<file path="config.mk">
export PLATFORM = sky130hd
export DESIGN_NAME = adc_autosequencer_control
export DESIGN_NICKNAME = d
export VERILOG_FILES = /design/src/rtl/adc_seq_pkg.sv /design/src/rtl/adc_autosequencer_control.sv
export VERILOG_INCLUDE_DIRS = /design/src /design/src/rtl
export SDC_FILE = /design/constraint.sdc
export NUM_CORES = 1
export LEC_CHECK = 0
export ABC_AREA = 1
export ABC_CLOCK_PERIOD_IN_PS = 2600
export BUFFER_PORTS_ARGS = -buffer_cell sky130_fd_sc_hd__buf_2
export CAP_MARGIN = 20
export CORE_ASPECT_RATIO = 0.6
export CORE_MARGIN = 2
export CORE_UTILIZATION = 40
export CTS_BUF_LIST = sky130_fd_sc_hd__clkbuf_4 sky130_fd_sc_hd__clkbuf_8
export CTS_CLUSTER_SIZE = 20
export DETAILED_ROUTE_END_ITERATION = 6
export SYNTH_ARGS = -nofsm -noshare
export SYNTH_HDL_FRONTEND = slang
export SYNTH_SLANG_ARGS = --single-unit
</file>
<file path="constraint.sdc">
create_clock -name i_clk_sys -period 2.6 [get_ports i_clk_sys]
set_clock_uncertainty 0.2 [all_clocks]
set_input_delay 0.13 -clock i_clk_sys [delete_from_list [all_inputs] [get_ports i_clk_sys]]
set_output_delay 0.13 -clock i_clk_sys [all_outputs]
set_load 0.1 [all_outputs]
</file>
<file path="src/rtl/adc_seq_map.svh">
`ifndef ADC_SEQ_MAP_SVH
`define ADC_SEQ_MAP_SVH

// Byte offsets
`define ADC_OFF_CTRL 8'h00
`define ADC_OFF_PRESC 8'h04
`define ADC_OFF_MAXCONV 8'h08
`define ADC_OFF_START 8'h0C
`define ADC_OFF_STATUS 8'h10
`define ADC_OFF_CHSEL_LO 8'h14
`define ADC_OFF_CHSEL_HI 8'h18
`define ADC_OFF_RESULT 8'h40
`define ADC_OFF_RESULT_END 8'h7C

// Reset values
`define ADC_CTRL_RST 7'h00
`define ADC_PRESC_RST 8'h00
`define ADC_MAXCONV_RST 8'h00

// START pulse bits
`define ADC_START_SEQ1_BIT 0
`define ADC_START_SEQ2_BIT 1
`define ADC_RESET_SEQ1_BIT 4
`define ADC_RESET_SEQ2_BIT 5

// STATUS fields
`define ADC_ST_ACT_LSB 0
`define ADC_ST_PEND_LSB 2
`define ADC_ST_PTR1_LSB 4
`define ADC_ST_PTR2_LSB 8
`define ADC_ST_EOS_LSB 12
`define ADC_ST_BUSY_BIT 14
`define ADC_ST_HALT_BIT 15

// Shortest conversion time
`define ADC_CONV_TIME_NS 80
`define ADC_CONV_CLK_MHZ 25

// Output code limits
`define ADC_CODE_ZERO 12'h000
`define ADC_CODE_FULL 12'hFFF

`endif

</file>
<file path="src/rtl/adc_seq_pkg.sv">
package adc_seq_pkg;

    typedef struct packed {
        logic ext_en;
        logic pwm_b_en;
        logic pwm_a_en;
        logic int_other;
        logic start_stop;
        logic cascade;
        logic clk_en;
    } ctrl_t;

    typedef struct packed {
        logic [3:0] acq;
        logic [3:0] div;
    } presc_t;

    typedef enum {
        CONV_IDLE,
        CONV_ACQ,
        CONV_RUN
    } conv_state_t;

endpackage

</file>
<file path="src/rtl/adc_autosequencer_control.sv">
`include "adc_seq_map.svh"

// Behaviour
// Each result is a 12-bit unsigned code from one core.
// Code is 0 below zero, 4095 at full scale, else core code.
// A session runs up to 16 conversions; each slot picks any channel.
// Two 8-slot sequencers, or one cascaded 16-slot sequencer.
// One shared converter; one conversion at a time.
// In dual mode each sequencer uses only its own eight inputs.
// Each conversion lands in its slot's addressable result register.
// Starts from software, PWM triggers or external interrupt two.
// Interrupt on every end of sequence or every second one.
// Start/stop: each trigger runs the next part of the sequence.
// In dual mode triggers A and B start own sequencers.
// Acquisition prescale is separate from converter clock prescale.
// Conversion lasts 80 ns at a 25 MHz converter clock.
// Registers on system clock; timing from fast peripheral clock.
// Enable low after reset; registers reset; analog part powered down.
// After reset only the enable is writable until set; the code accepts writes to every CTRL field.
// Software waits to settle after enabling, before converting.
// Halt powers down the analog part; registers keep contents.
// One channel may fill several slots for oversampling.
// Sequence end flagged after last conversion; sequencer then idles.
// A trigger during another conversion waits and is served afterwards.
module adc_autosequencer_control #(
    parameter int CODE_W = 12,
    parameter int SLOTS = 16
) (
    input wire logic i_clk_sys, // System clock
    input wire logic i_resetn, // Synchronous reset, active low
    input wire logic i_awvalid, // Write address valid
    output logic o_awready, // Write address ready
    input wire logic [7:0] i_awaddr, // Write address
    input wire logic i_wvalid, // Write data valid
    output logic o_wready, // Write data ready
    input wire logic [31:0] i_wdata, // Write data
    input wire logic [3:0] i_wstrb, // Write strobes
    output logic o_bvalid, // Write response valid
    input wire logic i_bready, // Write response ready
    output logic [1:0] o_bresp, // Write response
    input wire logic i_arvalid, // Read address valid
    output logic o_arready, // Read address ready
    input wire logic [7:0] i_araddr, // Read address
    output logic o_rvalid, // Read data valid
    input wire logic i_rready, // Read data ready
    output logic [31:0] o_rdata, // Read data
    output logic [1:0] o_rresp, // Read response
    input wire logic i_start_trigger_a, // PWM start request A
    input wire logic i_start_trigger_b, // PWM start request B
    input wire logic i_external_interrupt_two_input, // External start
    input wire logic i_halt, // Device halt mode
    input wire logic [CODE_W-1:0] i_conv_code, // Core code
    input wire logic i_conv_under, // Input at or below zero
    input wire logic i_conv_over, // Input at or above full scale
    output logic o_converter_clock_enable, // Enable bit state
    output logic o_analog_enable, // Analog part powered
    output logic o_sample_hold, // Acquisition window open
    output logic o_conv_start, // Conversion start pulse
    output logic [3:0] o_mux_channel, // Selected input
    output logic o_irq_seq1, // Sequencer 1 interrupt pulse
    output logic o_irq_seq2 // Sequencer 2 interrupt pulse
);

    localparam int CONV_TICKS = (`ADC_CONV_TIME_NS * `ADC_CONV_CLK_MHZ) / 1000;
    localparam logic [3:0] CONV_LAST = 4'(CONV_TICKS - 1);

    if (CODE_W != 12 || SLOTS != 16 || CONV_TICKS < 1 || CONV_TICKS > 16)
    begin : g_check
        $error("Unsupported parameters");
    end

    ////////////////////////////////////////////////////////////////////////
    // State
    adc_seq_pkg::ctrl_t ctrl_ff;
    adc_seq_pkg::presc_t presc_ff;
    logic [7:0] maxconv_ff;
    logic [SLOTS-1:0][3:0] chsel_ff;
    logic [SLOTS-1:0][CODE_W-1:0] result_ff;
    logic [1:0][3:0] ptr_ff;
    logic [1:0][3:0] left_ff;
    logic [1:0] act_ff;
    logic [1:0] pend_ff;
    logic [1:0] eos_flag_ff;
    logic [1:0] eos_cnt_ff;
    logic [1:0] irq_ff;
    logic trg_a_q_ff;
    logic trg_b_q_ff;
    logic trg_x_q_ff;
    adc_seq_pkg::conv_state_t state_ff;
    logic owner_ff;
    logic last_ff;
    logic [3:0] slot_ff;
    logic [3:0] div_ff;
    logic [3:0] phase_ff;
    logic start_ff;
    logic [3:0] mux_ff;

    logic [7:0] aw_addr_ff;
    logic aw_v_ff;
    logic [31:0] w_data_ff;
    logic [3:0] w_strb_ff;
    logic w_v_ff;
    logic bvalid_ff;
    logic [1:0] bresp_ff;
    logic rvalid_ff;
    logic [31:0] rdata_ff;
    logic [1:0] rresp_ff;

    ////////////////////////////////////////////////////////////////////////
    // Register read decode
    function automatic logic [32:0] reg_read(input logic [7:0] a);
        logic [32:0] r;
        r = {1'b1, 32'h00000000};
        if (a >= `ADC_OFF_RESULT && a <= `ADC_OFF_RESULT_END && a[1:0] == 2'h0)
            r = {1'b1, 20'h00000, result_ff[a[5:2]]};
        else
            unique case (a)
                `ADC_OFF_CTRL: r = {1'b1, 25'h0000000, ctrl_ff};
                `ADC_OFF_PRESC: r = {1'b1, 24'h000000, presc_ff};
                `ADC_OFF_MAXCONV: r = {1'b1, 24'h000000, maxconv_ff};
                `ADC_OFF_START: r = {1'b1, 32'h00000000};
                `ADC_OFF_STATUS: r = {1'b1, 16'h0000, i_halt, state_ff != adc_seq_pkg::CONV_IDLE,
                                      eos_flag_ff, ptr_ff[1], ptr_ff[0], pend_ff, act_ff};
                `ADC_OFF_CHSEL_LO: r = {1'b1, chsel_ff[7:0]};
                `ADC_OFF_CHSEL_HI: r = {1'b1, chsel_ff[15:8]};
                default: r = {1'b0, 32'h00000000};
            endcase
        return r;
    endfunction

    ////////////////////////////////////////////////////////////////////////
    // AXI4-Lite handshakes
    wire wr_go = aw_v_ff & w_v_ff;
    wire [32:0] wr_old = reg_read(aw_addr_ff);
    wire [32:0] rd_val = reg_read(i_araddr);
    wire [31:0] wmask = {{8{w_strb_ff[3]}}, {8{w_strb_ff[2]}}, {8{w_strb_ff[1]}}, {8{w_strb_ff[0]}}};
    wire [31:0] wval = (wr_old[31:0] & ~wmask) | (w_data_ff & wmask);
    wire ar_go = i_arvalid & o_arready;

    assign o_awready = ~aw_v_ff & ~bvalid_ff;
    assign o_wready = ~w_v_ff & ~bvalid_ff;
    assign o_arready = ~rvalid_ff;
    assign o_bvalid = bvalid_ff;
    assign o_bresp = bresp_ff;
    assign o_rvalid = rvalid_ff;
    assign o_rdata = rdata_ff;
    assign o_rresp = rresp_ff;

    always_ff @(posedge i_clk_sys)
    begin
        if (!i_resetn)
        begin
            aw_v_ff <= 1'b0;
            aw_addr_ff <= 8'h00;
            w_v_ff <= 1'b0;
            w_data_ff <= 32'h00000000;
            w_strb_ff <= 4'h0;
            bvalid_ff <= 1'b0;
            bresp_ff <= 2'h0;
        end
        else
        begin
            if (i_awvalid && o_awready)
            begin
                aw_v_ff <= 1'b1;
                aw_addr_ff <= i_awaddr;
            end
            if (i_wvalid && o_wready)
            begin
                w_v_ff <= 1'b1;
                w_data_ff <= i_wdata;
                w_strb_ff <= i_wstrb;
            end
            if (wr_go)
            begin
                aw_v_ff <= 1'b0;
                w_v_ff <= 1'b0;
                bvalid_ff <= 1'b1;
                bresp_ff <= wr_old[32] ? 2'h0 : 2'h2;
            end
            else if (bvalid_ff && i_bready)
                bvalid_ff <= 1'b0;
        end
    end

    always_ff @(posedge i_clk_sys)
    begin
        if (!i_resetn)
        begin
            rvalid_ff <= 1'b0;
            rdata_ff <= 32'h00000000;
            rresp_ff <= 2'h0;
        end
        else if (ar_go)
        begin
            rvalid_ff <= 1'b1;
            rdata_ff <= rd_val[31:0];
            rresp_ff <= rd_val[32] ? 2'h0 : 2'h2;
        end
        else if (rvalid_ff && i_rready)
            rvalid_ff <= 1'b0;
    end

    ////////////////////////////////////////////////////////////////////////
    // Register writes; only CTRL while disabled
    wire regs_on = ctrl_ff.clk_en;
    wire wr_ctrl = wr_go && aw_addr_ff == `ADC_OFF_CTRL;
    wire wr_cfg = wr_go && regs_on;
    wire wr_start = wr_cfg && aw_addr_ff == `ADC_OFF_START;
    wire wr_status = wr_cfg && aw_addr_ff == `ADC_OFF_STATUS;
    wire [1:0] sw_start = wr_start ? {wval[`ADC_START_SEQ2_BIT], wval[`ADC_START_SEQ1_BIT]} : 2'h0;
    wire [1:0] sw_reset = wr_start ? {wval[`ADC_RESET_SEQ2_BIT], wval[`ADC_RESET_SEQ1_BIT]} : 2'h0;
    wire [1:0] eos_clr = wr_status ? wval[`ADC_ST_EOS_LSB +: 2] : 2'h0;

    always_ff @(posedge i_clk_sys)
    begin
        if (!i_resetn)
        begin
            ctrl_ff <= adc_seq_pkg::ctrl_t'(`ADC_CTRL_RST);
            presc_ff <= adc_seq_pkg::presc_t'(`ADC_PRESC_RST);
            maxconv_ff <= `ADC_MAXCONV_RST;
            chsel_ff <= '0;
        end
        else
        begin
            if (wr_ctrl)
                ctrl_ff <= adc_seq_pkg::ctrl_t'(wval[6:0]);
            if (wr_cfg && aw_addr_ff == `ADC_OFF_PRESC)
                presc_ff <= adc_seq_pkg::presc_t'(wval[7:0]);
            if (wr_cfg && aw_addr_ff == `ADC_OFF_MAXCONV)
                maxconv_ff <= wval[7:0];
            if (wr_cfg && aw_addr_ff == `ADC_OFF_CHSEL_LO)
                chsel_ff[7:0] <= wval;
            if (wr_cfg && aw_addr_ff == `ADC_OFF_CHSEL_HI)
                chsel_ff[15:8] <= wval;
        end
    end

    ////////////////////////////////////////////////////////////////////////
    // Trigger steering
    // Halt freezes rather than aborts, so nothing is lost
    wire run_ok = ctrl_ff.clk_en & ~i_halt;
    wire rise_a = i_start_trigger_a & ~trg_a_q_ff;
    wire rise_b = i_start_trigger_b & ~trg_b_q_ff;
    wire rise_x = i_external_interrupt_two_input & ~trg_x_q_ff;
    wire casc = ctrl_ff.cascade;
    wire trig1 = sw_start[0] | (ctrl_ff.pwm_a_en & rise_a) | (ctrl_ff.ext_en & rise_x)
               | (casc & ctrl_ff.pwm_b_en & rise_b);
    wire trig2 = ~casc & (sw_start[1] | (ctrl_ff.pwm_b_en & rise_b));
    wire [1:0] trig = regs_on ? {trig2, trig1} : 2'h0;

    // Run length and last slot per sequencer
    wire [3:0] len1 = casc ? maxconv_ff[3:0] : {1'b0, maxconv_ff[2:0]};
    wire [3:0] len2 = {1'b0, maxconv_ff[6:4]};
    wire [3:0] lim1 = casc ? 4'hF : 4'h7;

    ////////////////////////////////////////////////////////////////////////
    // Converter tick and engine
    // Divider stands in for the fast peripheral clock
    wire tick = run_ok && div_ff == presc_ff.div;
    wire in_acq = state_ff == adc_seq_pkg::CONV_ACQ;
    wire in_run = state_ff == adc_seq_pkg::CONV_RUN;
    wire acq_end = in_acq && tick && phase_ff == presc_ff.acq;
    wire finish = in_run && tick && phase_ff == CONV_LAST;
    wire [1:0] fin = finish ? (owner_ff ? 2'h2 : 2'h1) : 2'h0;
    // Alternate so neither sequencer starves
    wire pick = (act_ff == 2'h3) ? ~last_ff : act_ff[1];
    wire grant = run_ok && state_ff == adc_seq_pkg::CONV_IDLE && act_ff != 2'h0;
    wire [3:0] g_slot = pick ? {1'b1, ptr_ff[1][2:0]} : ptr_ff[0];
    wire [3:0] g_ch = chsel_ff[g_slot];
    wire [3:0] g_mux = casc ? g_ch : {pick, g_ch[2:0]};
    wire [CODE_W-1:0] code = i_conv_under ? `ADC_CODE_ZERO :
                             i_conv_over ? `ADC_CODE_FULL : i_conv_code;

    always_ff @(posedge i_clk_sys)
    begin
        if (!i_resetn || !ctrl_ff.clk_en)
        begin
            state_ff <= adc_seq_pkg::CONV_IDLE;
            div_ff <= 4'h0;
            phase_ff <= 4'h0;
            owner_ff <= 1'b0;
            last_ff <= 1'b1;
            slot_ff <= 4'h0;
            start_ff <= 1'b0;
            mux_ff <= 4'h0;
        end
        else
        begin
            start_ff <= 1'b0;
            if (run_ok)
                div_ff <= tick ? 4'h0 : div_ff + 4'h1;
            if (tick)
                phase_ff <= phase_ff + 4'h1;
            unique case (state_ff)
                adc_seq_pkg::CONV_IDLE:
                    if (grant)
                    begin
                        state_ff <= adc_seq_pkg::CONV_ACQ;
                        owner_ff <= pick;
                        last_ff <= pick;
                        slot_ff <= g_slot;
                        mux_ff <= g_mux;
                        phase_ff <= 4'h0;
                    end
                adc_seq_pkg::CONV_ACQ:
                    if (acq_end)
                    begin
                        state_ff <= adc_seq_pkg::CONV_RUN;
                        phase_ff <= 4'h0;
                        start_ff <= 1'b1;
                    end
                adc_seq_pkg::CONV_RUN:
                    if (finish)
                        state_ff <= adc_seq_pkg::CONV_IDLE;
            endcase
        end
    end

    always_ff @(posedge i_clk_sys)
    begin
        if (!i_resetn)
            result_ff <= '0;
        else if (finish && act_ff[owner_ff])
            result_ff[slot_ff] <= code;
    end

    ////////////////////////////////////////////////////////////////////////
    // Sequencer pointers, counts, end flags, interrupts
    logic [1:0][3:0] nxt_ptr;
    logic [1:0][3:0] nxt_left;
    logic [1:0] nxt_act;
    logic [1:0] nxt_pend;
    logic [1:0] eos_ev;
    logic [1:0] nxt_eos_cnt;
    logic [1:0] nxt_irq;

    always_comb
    begin
        for (int s = 0; s < 2; s++)
        begin
            nxt_ptr[s] = ptr_ff[s];
            nxt_left[s] = left_ff[s];
            nxt_act[s] = act_ff[s];
            nxt_pend[s] = pend_ff[s];
            nxt_eos_cnt[s] = eos_cnt_ff[s];
            nxt_irq[s] = 1'b0;
            eos_ev[s] = 1'b0;
            if (fin[s] && act_ff[s])
            begin
                nxt_ptr[s] = (ptr_ff[s] == (s == 0 ? lim1 : 4'h7)) ? 4'h0 : ptr_ff[s] + 4'h1;
                nxt_left[s] = left_ff[s] - 4'h1;
                if (left_ff[s] == 4'h0)
                begin
                    eos_ev[s] = 1'b1;
                    // Start/stop keeps the pointer so the next trigger continues
                    if (!ctrl_ff.start_stop)
                        nxt_ptr[s] = 4'h0;
                    nxt_act[s] = pend_ff[s];
                    nxt_pend[s] = 1'b0;
                    nxt_left[s] = s == 0 ? len1 : len2;
                end
            end
            if (trig[s])
            begin
                if (nxt_act[s])
                    nxt_pend[s] = 1'b1;
                else
                begin
                    nxt_act[s] = 1'b1;
                    nxt_left[s] = s == 0 ? len1 : len2;
                end
            end
            if (eos_ev[s])
            begin
                nxt_eos_cnt[s] = ~eos_cnt_ff[s];
                nxt_irq[s] = ~ctrl_ff.int_other | eos_cnt_ff[s];
            end
            if (sw_reset[s] || (s == 1 && casc))
            begin
                nxt_ptr[s] = 4'h0;
                nxt_act[s] = 1'b0;
                nxt_pend[s] = 1'b0;
                nxt_eos_cnt[s] = 1'b0;
            end
        end
    end

    always_ff @(posedge i_clk_sys)
    begin
        if (!i_resetn)
        begin
            ptr_ff <= '0;
            left_ff <= '0;
            act_ff <= 2'h0;
            pend_ff <= 2'h0;
            eos_cnt_ff <= 2'h0;
            eos_flag_ff <= 2'h0;
            irq_ff <= 2'h0;
            trg_a_q_ff <= 1'b0;
            trg_b_q_ff <= 1'b0;
            trg_x_q_ff <= 1'b0;
        end
        else
        begin
            ptr_ff <= nxt_ptr;
            left_ff <= nxt_left;
            act_ff <= nxt_act;
            pend_ff <= nxt_pend;
            eos_cnt_ff <= nxt_eos_cnt;
            // Set beats a simultaneous clear
            eos_flag_ff <= (eos_flag_ff & ~eos_clr) | eos_ev;
            irq_ff <= nxt_irq;
            trg_a_q_ff <= i_start_trigger_a;
            trg_b_q_ff <= i_start_trigger_b;
            trg_x_q_ff <= i_external_interrupt_two_input;
        end
    end

    ////////////////////////////////////////////////////////////////////////
    // Outputs
    assign o_converter_clock_enable = ctrl_ff.clk_en;
    assign o_analog_enable = run_ok;
    assign o_sample_hold = in_acq;
    assign o_conv_start = start_ff;
    assign o_mux_channel = mux_ff;
    assign o_irq_seq1 = irq_ff[0];
    assign o_irq_seq2 = irq_ff[1];

endmodule

</file>
---- Word-level counts from Yosys, hierarchy flattened ----
Index checks and enable logic that the tools add are counted.
word-level totals
  bits in registers ....................... 443
  bits in latches ......................... 0
  memory bits (writable) .................. 0
  ROM bits ................................ 0
  input port bits ......................... 77
  output and inout bits ................... 51
  memories kept ........................... 0
operators by class
  add/subtract/negate cells ............... 6
  multiply operators ...................... 0
  divide/modulo/power cells ............... 0
  $lt $le $gt $ge ......................... 10
  equality and inequality tests ........... 25
  shifts and indexed selects .............. 0
  mux-type cells .......................... 76
  bitwise logic cells ..................... 42
  reductions and logical operators ........ 51
operator list
  kind                   count
  $pmux W33 S7           2
  $bwmux W192            1
  $bmux W12 S4           2
  $mux W32               3
  $pmux W32 S3           1
  $mux W4                23
  $mux W33               2
  $and A32 B32 Y32       2
  $eq A32 B2 Y1 const B  2
  $logic_not A32 Y1      2
  $mux W12               5
  $demux W12 S4          1
  $eq A8 B5 Y1 const B   6
  $eq A32 B1 Y1 const B  1
  $eq A32 B3 Y1 const B  1
  $eq A8 B4 Y1 const B   4
  $not A32 Y32           1
  $or A32 B32 Y32        1
  $reduce_bool A32 Y1    1
  $logic_and A1 B1 Y1    27
  $mux W1                26
  $lt A4 B5 Y1 const B   4
  $add A4 B1 Y4 const B  4
  $bmux W4 S4            1
  28 further kinds       87

---- Longest topological paths before layout ----
  depth in word-level cells ............... 12
  gate-level depth with buffers ........... 17
  mapped depth without buffers ............ 16

---- Worst setup path before layout ----
OpenSTA, ideal clock, no wires.
  kind .................................... register to register
  start point ............................. register bvalid_ff (netlist: o_bvalid)
  end point ............................... register aw_addr_ff[6]
  library setup time ...................... 128 ps
  data arrival time ....................... 2916 ps
  path slack .............................. -644 ps
  stages on the path, launching flop included .. 6
  path buffers ............................ 1
  clock period less this slack ............ 3244 ps
  path through ............................ dfxtp_1 > nor2_1 > nand2_1 > clkbuf_1 > o21ai_0 > a21oi_1
on the way
  longest elaborated chain between the ends .. 3
ends and longest elaborated chain
  element                 RTL line                          text
  start, declared         adc_autosequencer_control.sv:103  logic bvalid_ff;
  start signal, assigned  adc_autosequencer_control.sv:158  bvalid_ff <= 1'b0;
  start signal, assigned  adc_autosequencer_control.sv:178  bvalid_ff <= 1'b1;
  start signal, assigned  adc_autosequencer_control.sv:182  bvalid_ff <= 1'b0;
  $not A1 Y1              adc_autosequencer_control.sv:140  assign o_awready = ~aw_v_ff & ~bvalid_ff;
  $and A1 B1 Y1           adc_autosequencer_control.sv:140
  via o_awready           adc_autosequencer_control.sv:32   output logic o_awready,
  $logic_and A1 B1 Y1     adc_autosequencer_control.sv:163  if (i_awvalid && o_awready)
  end signal, assigned    adc_autosequencer_control.sv:166  aw_addr_ff <= i_awaddr;
  end, declared           adc_autosequencer_control.sv:98   logic [7:0] aw_addr_ff;
The timed path passes the listed nets, and every way through them passes these cells.
A chain may end at the register's enable or synchronous reset.

---- Final worst setup path ----
  start point ............................. register aw_addr_ff[2]
  end point ............................... register presc_ff[2] in the netlist's numbering
on the way
  longest elaborated chain between the ends .. 6
ends and longest elaborated chain
  element                                                        RTL line                          text
  $ge A8 B7 Y1 (no line) / $le A8 B7 Y1 (equally long branches)  n/a
  $logic_and A1 B1 Y1 (no line)                                  n/a
  $logic_and A1 B1 Y1                                            adc_autosequencer_control.sv:114  if (a >= `ADC_OFF_RESULT && a <= `ADC_OFF_RESULT_END && a[1:0] == 2'h0)
  $mux W33                                                       adc_autosequencer_control.sv:114
  $and A32 B32 Y32                                               adc_autosequencer_control.sv:137  wire [31:0] wval = (wr_old[31:0] & ~wmask) | (w_data_ff & wmask);
  $or A32 B32 Y32                                                adc_autosequencer_control.sv:137
  end signal, assigned                                           adc_autosequencer_control.sv:220  presc_ff <= adc_seq_pkg::presc_t'(`ADC_PRESC_RST);
  end signal, assigned                                           adc_autosequencer_control.sv:229  presc_ff <= adc_seq_pkg::presc_t'(wval[7:0]);
  end, declared                                                  adc_autosequencer_control.sv:75   adc_seq_pkg::presc_t presc_ff;
Parallel ways exist; a longest one is shown, timed or not. The select of a mux whose other input is x is not followed.

==> metrics.md <==
| Metric | Value |
|---|---|
| Vias in the first global route | `roughly 22k` |
| Maxcap violations | `0` |
| Reg2reg path depth | `13` |
| Fill cells | `approximately 4.8k` |
| Synth Flop Type | `dfxtp_1` |
| Design Power | `about 15 mW` |
| Hold slack | `between 150 and 200 ps` |
| Failing checks | `DRC` |
| WL final | `approximately 100 mm` |
| CTS Sinks | `~410` |
| Clock buffer depth | `3` |
| Met3 wire len | `16.9 mm` |
| # nets final | `approximately 3.4k` |
| Placed cells | `3,795` |
| Worst VDD drop | `~0.37 mV` |
| Critical path startpoint | `aw_addr_ff[2]$_SDFFE_PN0P_` |
| R2r startpoint | `aw_addr_ff[2]$_SDFFE_PN0P_` |
| Worst reg2reg endpoint | `presc_ff[2]$_SDFFE_PN0P_` |
| Top cells by area, synth | `dfxtp_1, o21ai_0, a21oi_1` |
| Total CTS buffers | `69` |
| Fin crit share | `~100%` |
| Share of cells above drive strength 1 | `around a fifth` |
| R2r setup slk | `about 1.6 ps` |
| Initial antenna violation count | `3` |
| Final ANT Viol Nets | `0` |
| Rel. slew slack | `45.3%` |
| Worst-Skew Late Latency | `about 710 ps` |
| Via count | `~24k` |
| Leak | `10.8 nW` |
| Crit-path max FO | `12` |
| Row cnt | `63` |
| Post-Route Utilization | `a little over half` |
| Psw | `between 4 and 5 mW` |
| Gr ovfl total | `0` |
| Top-area cell type share of the netlist area | `40.6%` |
| ANT cells | `0` |
| Worst hold path depth | `4` |
| Count leader, synth | `nand2_1` |
| Setup tns final | `0 ps` |
| Die Ht | `about 180 um` |
| Initial Utilization | `approximately two fifths` |
| Port Buffers | `about 130` |
| DR top layer | `met4` |
| CP Capture Type | `register` |
| CP arrival | `2960 ps` |
| Routed vias/inst | `between 5 and 6` |
| GP Congestion | `1.03` |
| Sw frac | `between 20% and 30%` |
| Register area | `between 8000 and 9000 um2` |
| Dpl hpwl | `about 76 mm` |
| Clock share of power | `between 40% and 50%` |
| Ports | `between 100 and 150` |
| Outcome | `finished with violations` |
| Pwr/cell area | `about 550 nW/um2` |
| Final Max Slew Viols | `0` |
| 1st-iter DRT viols | `between 3k and 4k` |
| Worst Tran Pin Value | `just over 800 ps` |
| Die Width | `295 um` |
| Mapped Area | `around 20,000 um2` |
| Asr flop ratio synth | `0%` |
| WS Path Type | `reg2reg` |
| Final hold vios | `0` |
| CTS tree | `yes` |
| Sequential share of power | `43.3%` |
| Syn_area_per_cell | `around 7.0 um2` |
| M1 wire length | `between 40 and 50 mm` |
| Placed cell area | `roughly 24,000 um2` |
| Routed wire per std cell | `~26 um` |
| Int Pwr | `10.5 mW` |
| Gate power share | `between 10% and 20%` |
| Seq cells post-synth | `411` |
| HP Start | `i_wstrb[1]` |
| FMAX | `~0.38 GHz` |
| P&R area growth vs syn | `32.8%` |
| Worst min-delay path category | `in2reg` |
| Yosys Warn Count | `0` |
| Synth cell types | `between 50 and 60` |
| Critical Path Start Type | `register` |
| Hold EP | `w_strb_ff[1]$_SDFFE_PN0P_` |
| Final worst slack | `between 1.5 and 2 ps` |
| First-pass GRT wire length | `~150 mm` |
| Core Area | `49,700 um2` |
| Part of the Yosys area used for sequential elements | `between 40 and 50%` |
| # setup viols final | `0` |
| Multi-input gate area | `10,300 um2` |
| Clk Tree Root Cell | `clkbuf_8` |
| Cell type with the largest total area after synthesis | `dfxtp_1` |
| Data required, critical path | `2960 ps` |
| DR WL met2 | `around 37 mm` |
| Total Routing Usage GR | `between 30% and 40%` |
| Clk slew on worst S/H paths | `approximately 60 ps` |
| Final std cell area, no fill | `26,900 um2` |
| Tmin final | `2600 ps` |
| Die ar. | `about 53,000 um2` |
| Largest net degree at the start of global routing | `between 100 and 150` |
| Pre-Repair DR Iteration Count | `7` |
| Post-synth top cells | `nand2_1, o21ai_0, dfxtp_1` |
| H-tree levels | `3` |
| Pre-CTS WS | `-205 ps` |
| Post-route DRC | `14` |
| Post-route insts no fill | `4,082` |
| Syn Inst Count | `around 2.9k` |
| Post-synth EDFFs | `0` |
worst max-delay path, cell delays in order (launching register included):
cell	delay (ps)
dfxtp_2	360
buf_4	150
nor2_2	60
buf_12	150
buf_4	190
a22oi_1	300
nand2_1	130
nand2_1	230
nand4_1	140
nand2_1	150
nand3_1	90
nand2_1	110
buf_12	140
a21oi_1	60
state kept, by name, summed over array words and instances, names as in the netlist, 2 cells and up:
name	cells
state_ff	2
result_ff	192
slot_ff	4
chsel_ff	64
presc_ff	8
eos_cnt_ff	2
ctrl_ff	5
div_ff	4
ptr_ff	8
o_rdata	32
o_mux_channel	4
eos_flag_ff	2
left_ff	8
w_strb_ff	4
phase_ff	4
pend_ff	2
maxconv_ff	8
w_data_ff	32
act_ff	2
irq_ff	2
aw_addr_ff	8
kinds of logic after synthesis:
logic type      after synthesis  synth area share [%]
fa+ha+maj                    10                 0.617
simple gates                826                  17.5
compound gates             1125                  30.7
buf+inv                     526                  10.2
xor+xnor                     10                 0.432
other cells                   1                0.0185
flops                       411                  40.6
area by class of cell:
cell class	count	share of cell area [%]
Multi-Input combinational cell	1973	38.3
Sequential cell	411	30.6
Timing Repair Buffer	545	17.5
Inverter	349	4.93
Clock buffer	104	4.78
Tap cell	682	3.17
Clock inverter	18	0.632
power groups by stage:
stage | Combinational (mW) | Clock [mW] | Sequential [mW]
2_1_floorplan | 0.697 | 0 | 6.67
3_3_place_gp | 1.67 | 0 | 6.58
3_5_place_dp | 1.68 | 0 | 6.58
4_1_cts | 1.89 | 6.41 | 6.44
5_1_grt | 2.08 | 6.70 | 6.45
6_report | 2.02 | 6.40 | 6.45
worst max-delay path by stage:
stage	endpoint	slack [ps]	depth (start not counted)
after CTS	presc_ff[2]$_SDFFE_PN0P_	0.01	14
after global routing	result_ff[177]$_SDFFE_PN0P_	-20	12
after detailed placement	maxconv_ff[7]$_SDFFE_PN0P_	-200	13
after global placement	chsel_ff[39]$_SDFFE_PN0P_	-140	13
after floorplan	w_data_ff[12]$_SDFFE_PN0P_	-110	6
final	presc_ff[2]$_SDFFE_PN0P_	2	13
repair_timing:
action / 4_1_cts / 5_1_grt
pin swaps: 4 / 10
gates resized for setup: 7 / 50
hold buffers: 145 / 2
setup buffers: 8 / 6
endpoints found under the hold margin: 338 / 4
gates cloned: 0 / 3
endpoints found under the setup margin: 100 / 268
cell usage in the layout (no fill, tap or decap), drive strengths merged, types with 2 or more instances in the layout:
cell type	n
a21oi	406
buf	395
clkinvlp	6
ha	10
clkbuf	107
o21bai	2
o211a	3
bufinv	2
or2	5
a31oi	6
o221ai	16
dlygate4sd3	147
a41oi	3
nor4	2
a221oi	12
nand3	89
a22oi	58
a22o	2
o2111a	2
inv	348
nor2	171
o2111ai	2
nand4	25
clkinv	11
o21ai	451
xor2	10
dfxtp	411
o22ai	103
nor3	26
conb	2
a211oi	19
o211ai	36
nand2	507
per-layer routing:
metal  vias up  GRT usage [%]
li1      10824              -
met1     11512           60.7
met2      1678           46.8
met3       137           15.9
met4         0           8.23
met5         -              0
Note: power is estimated with default switching activity, not from simulation.
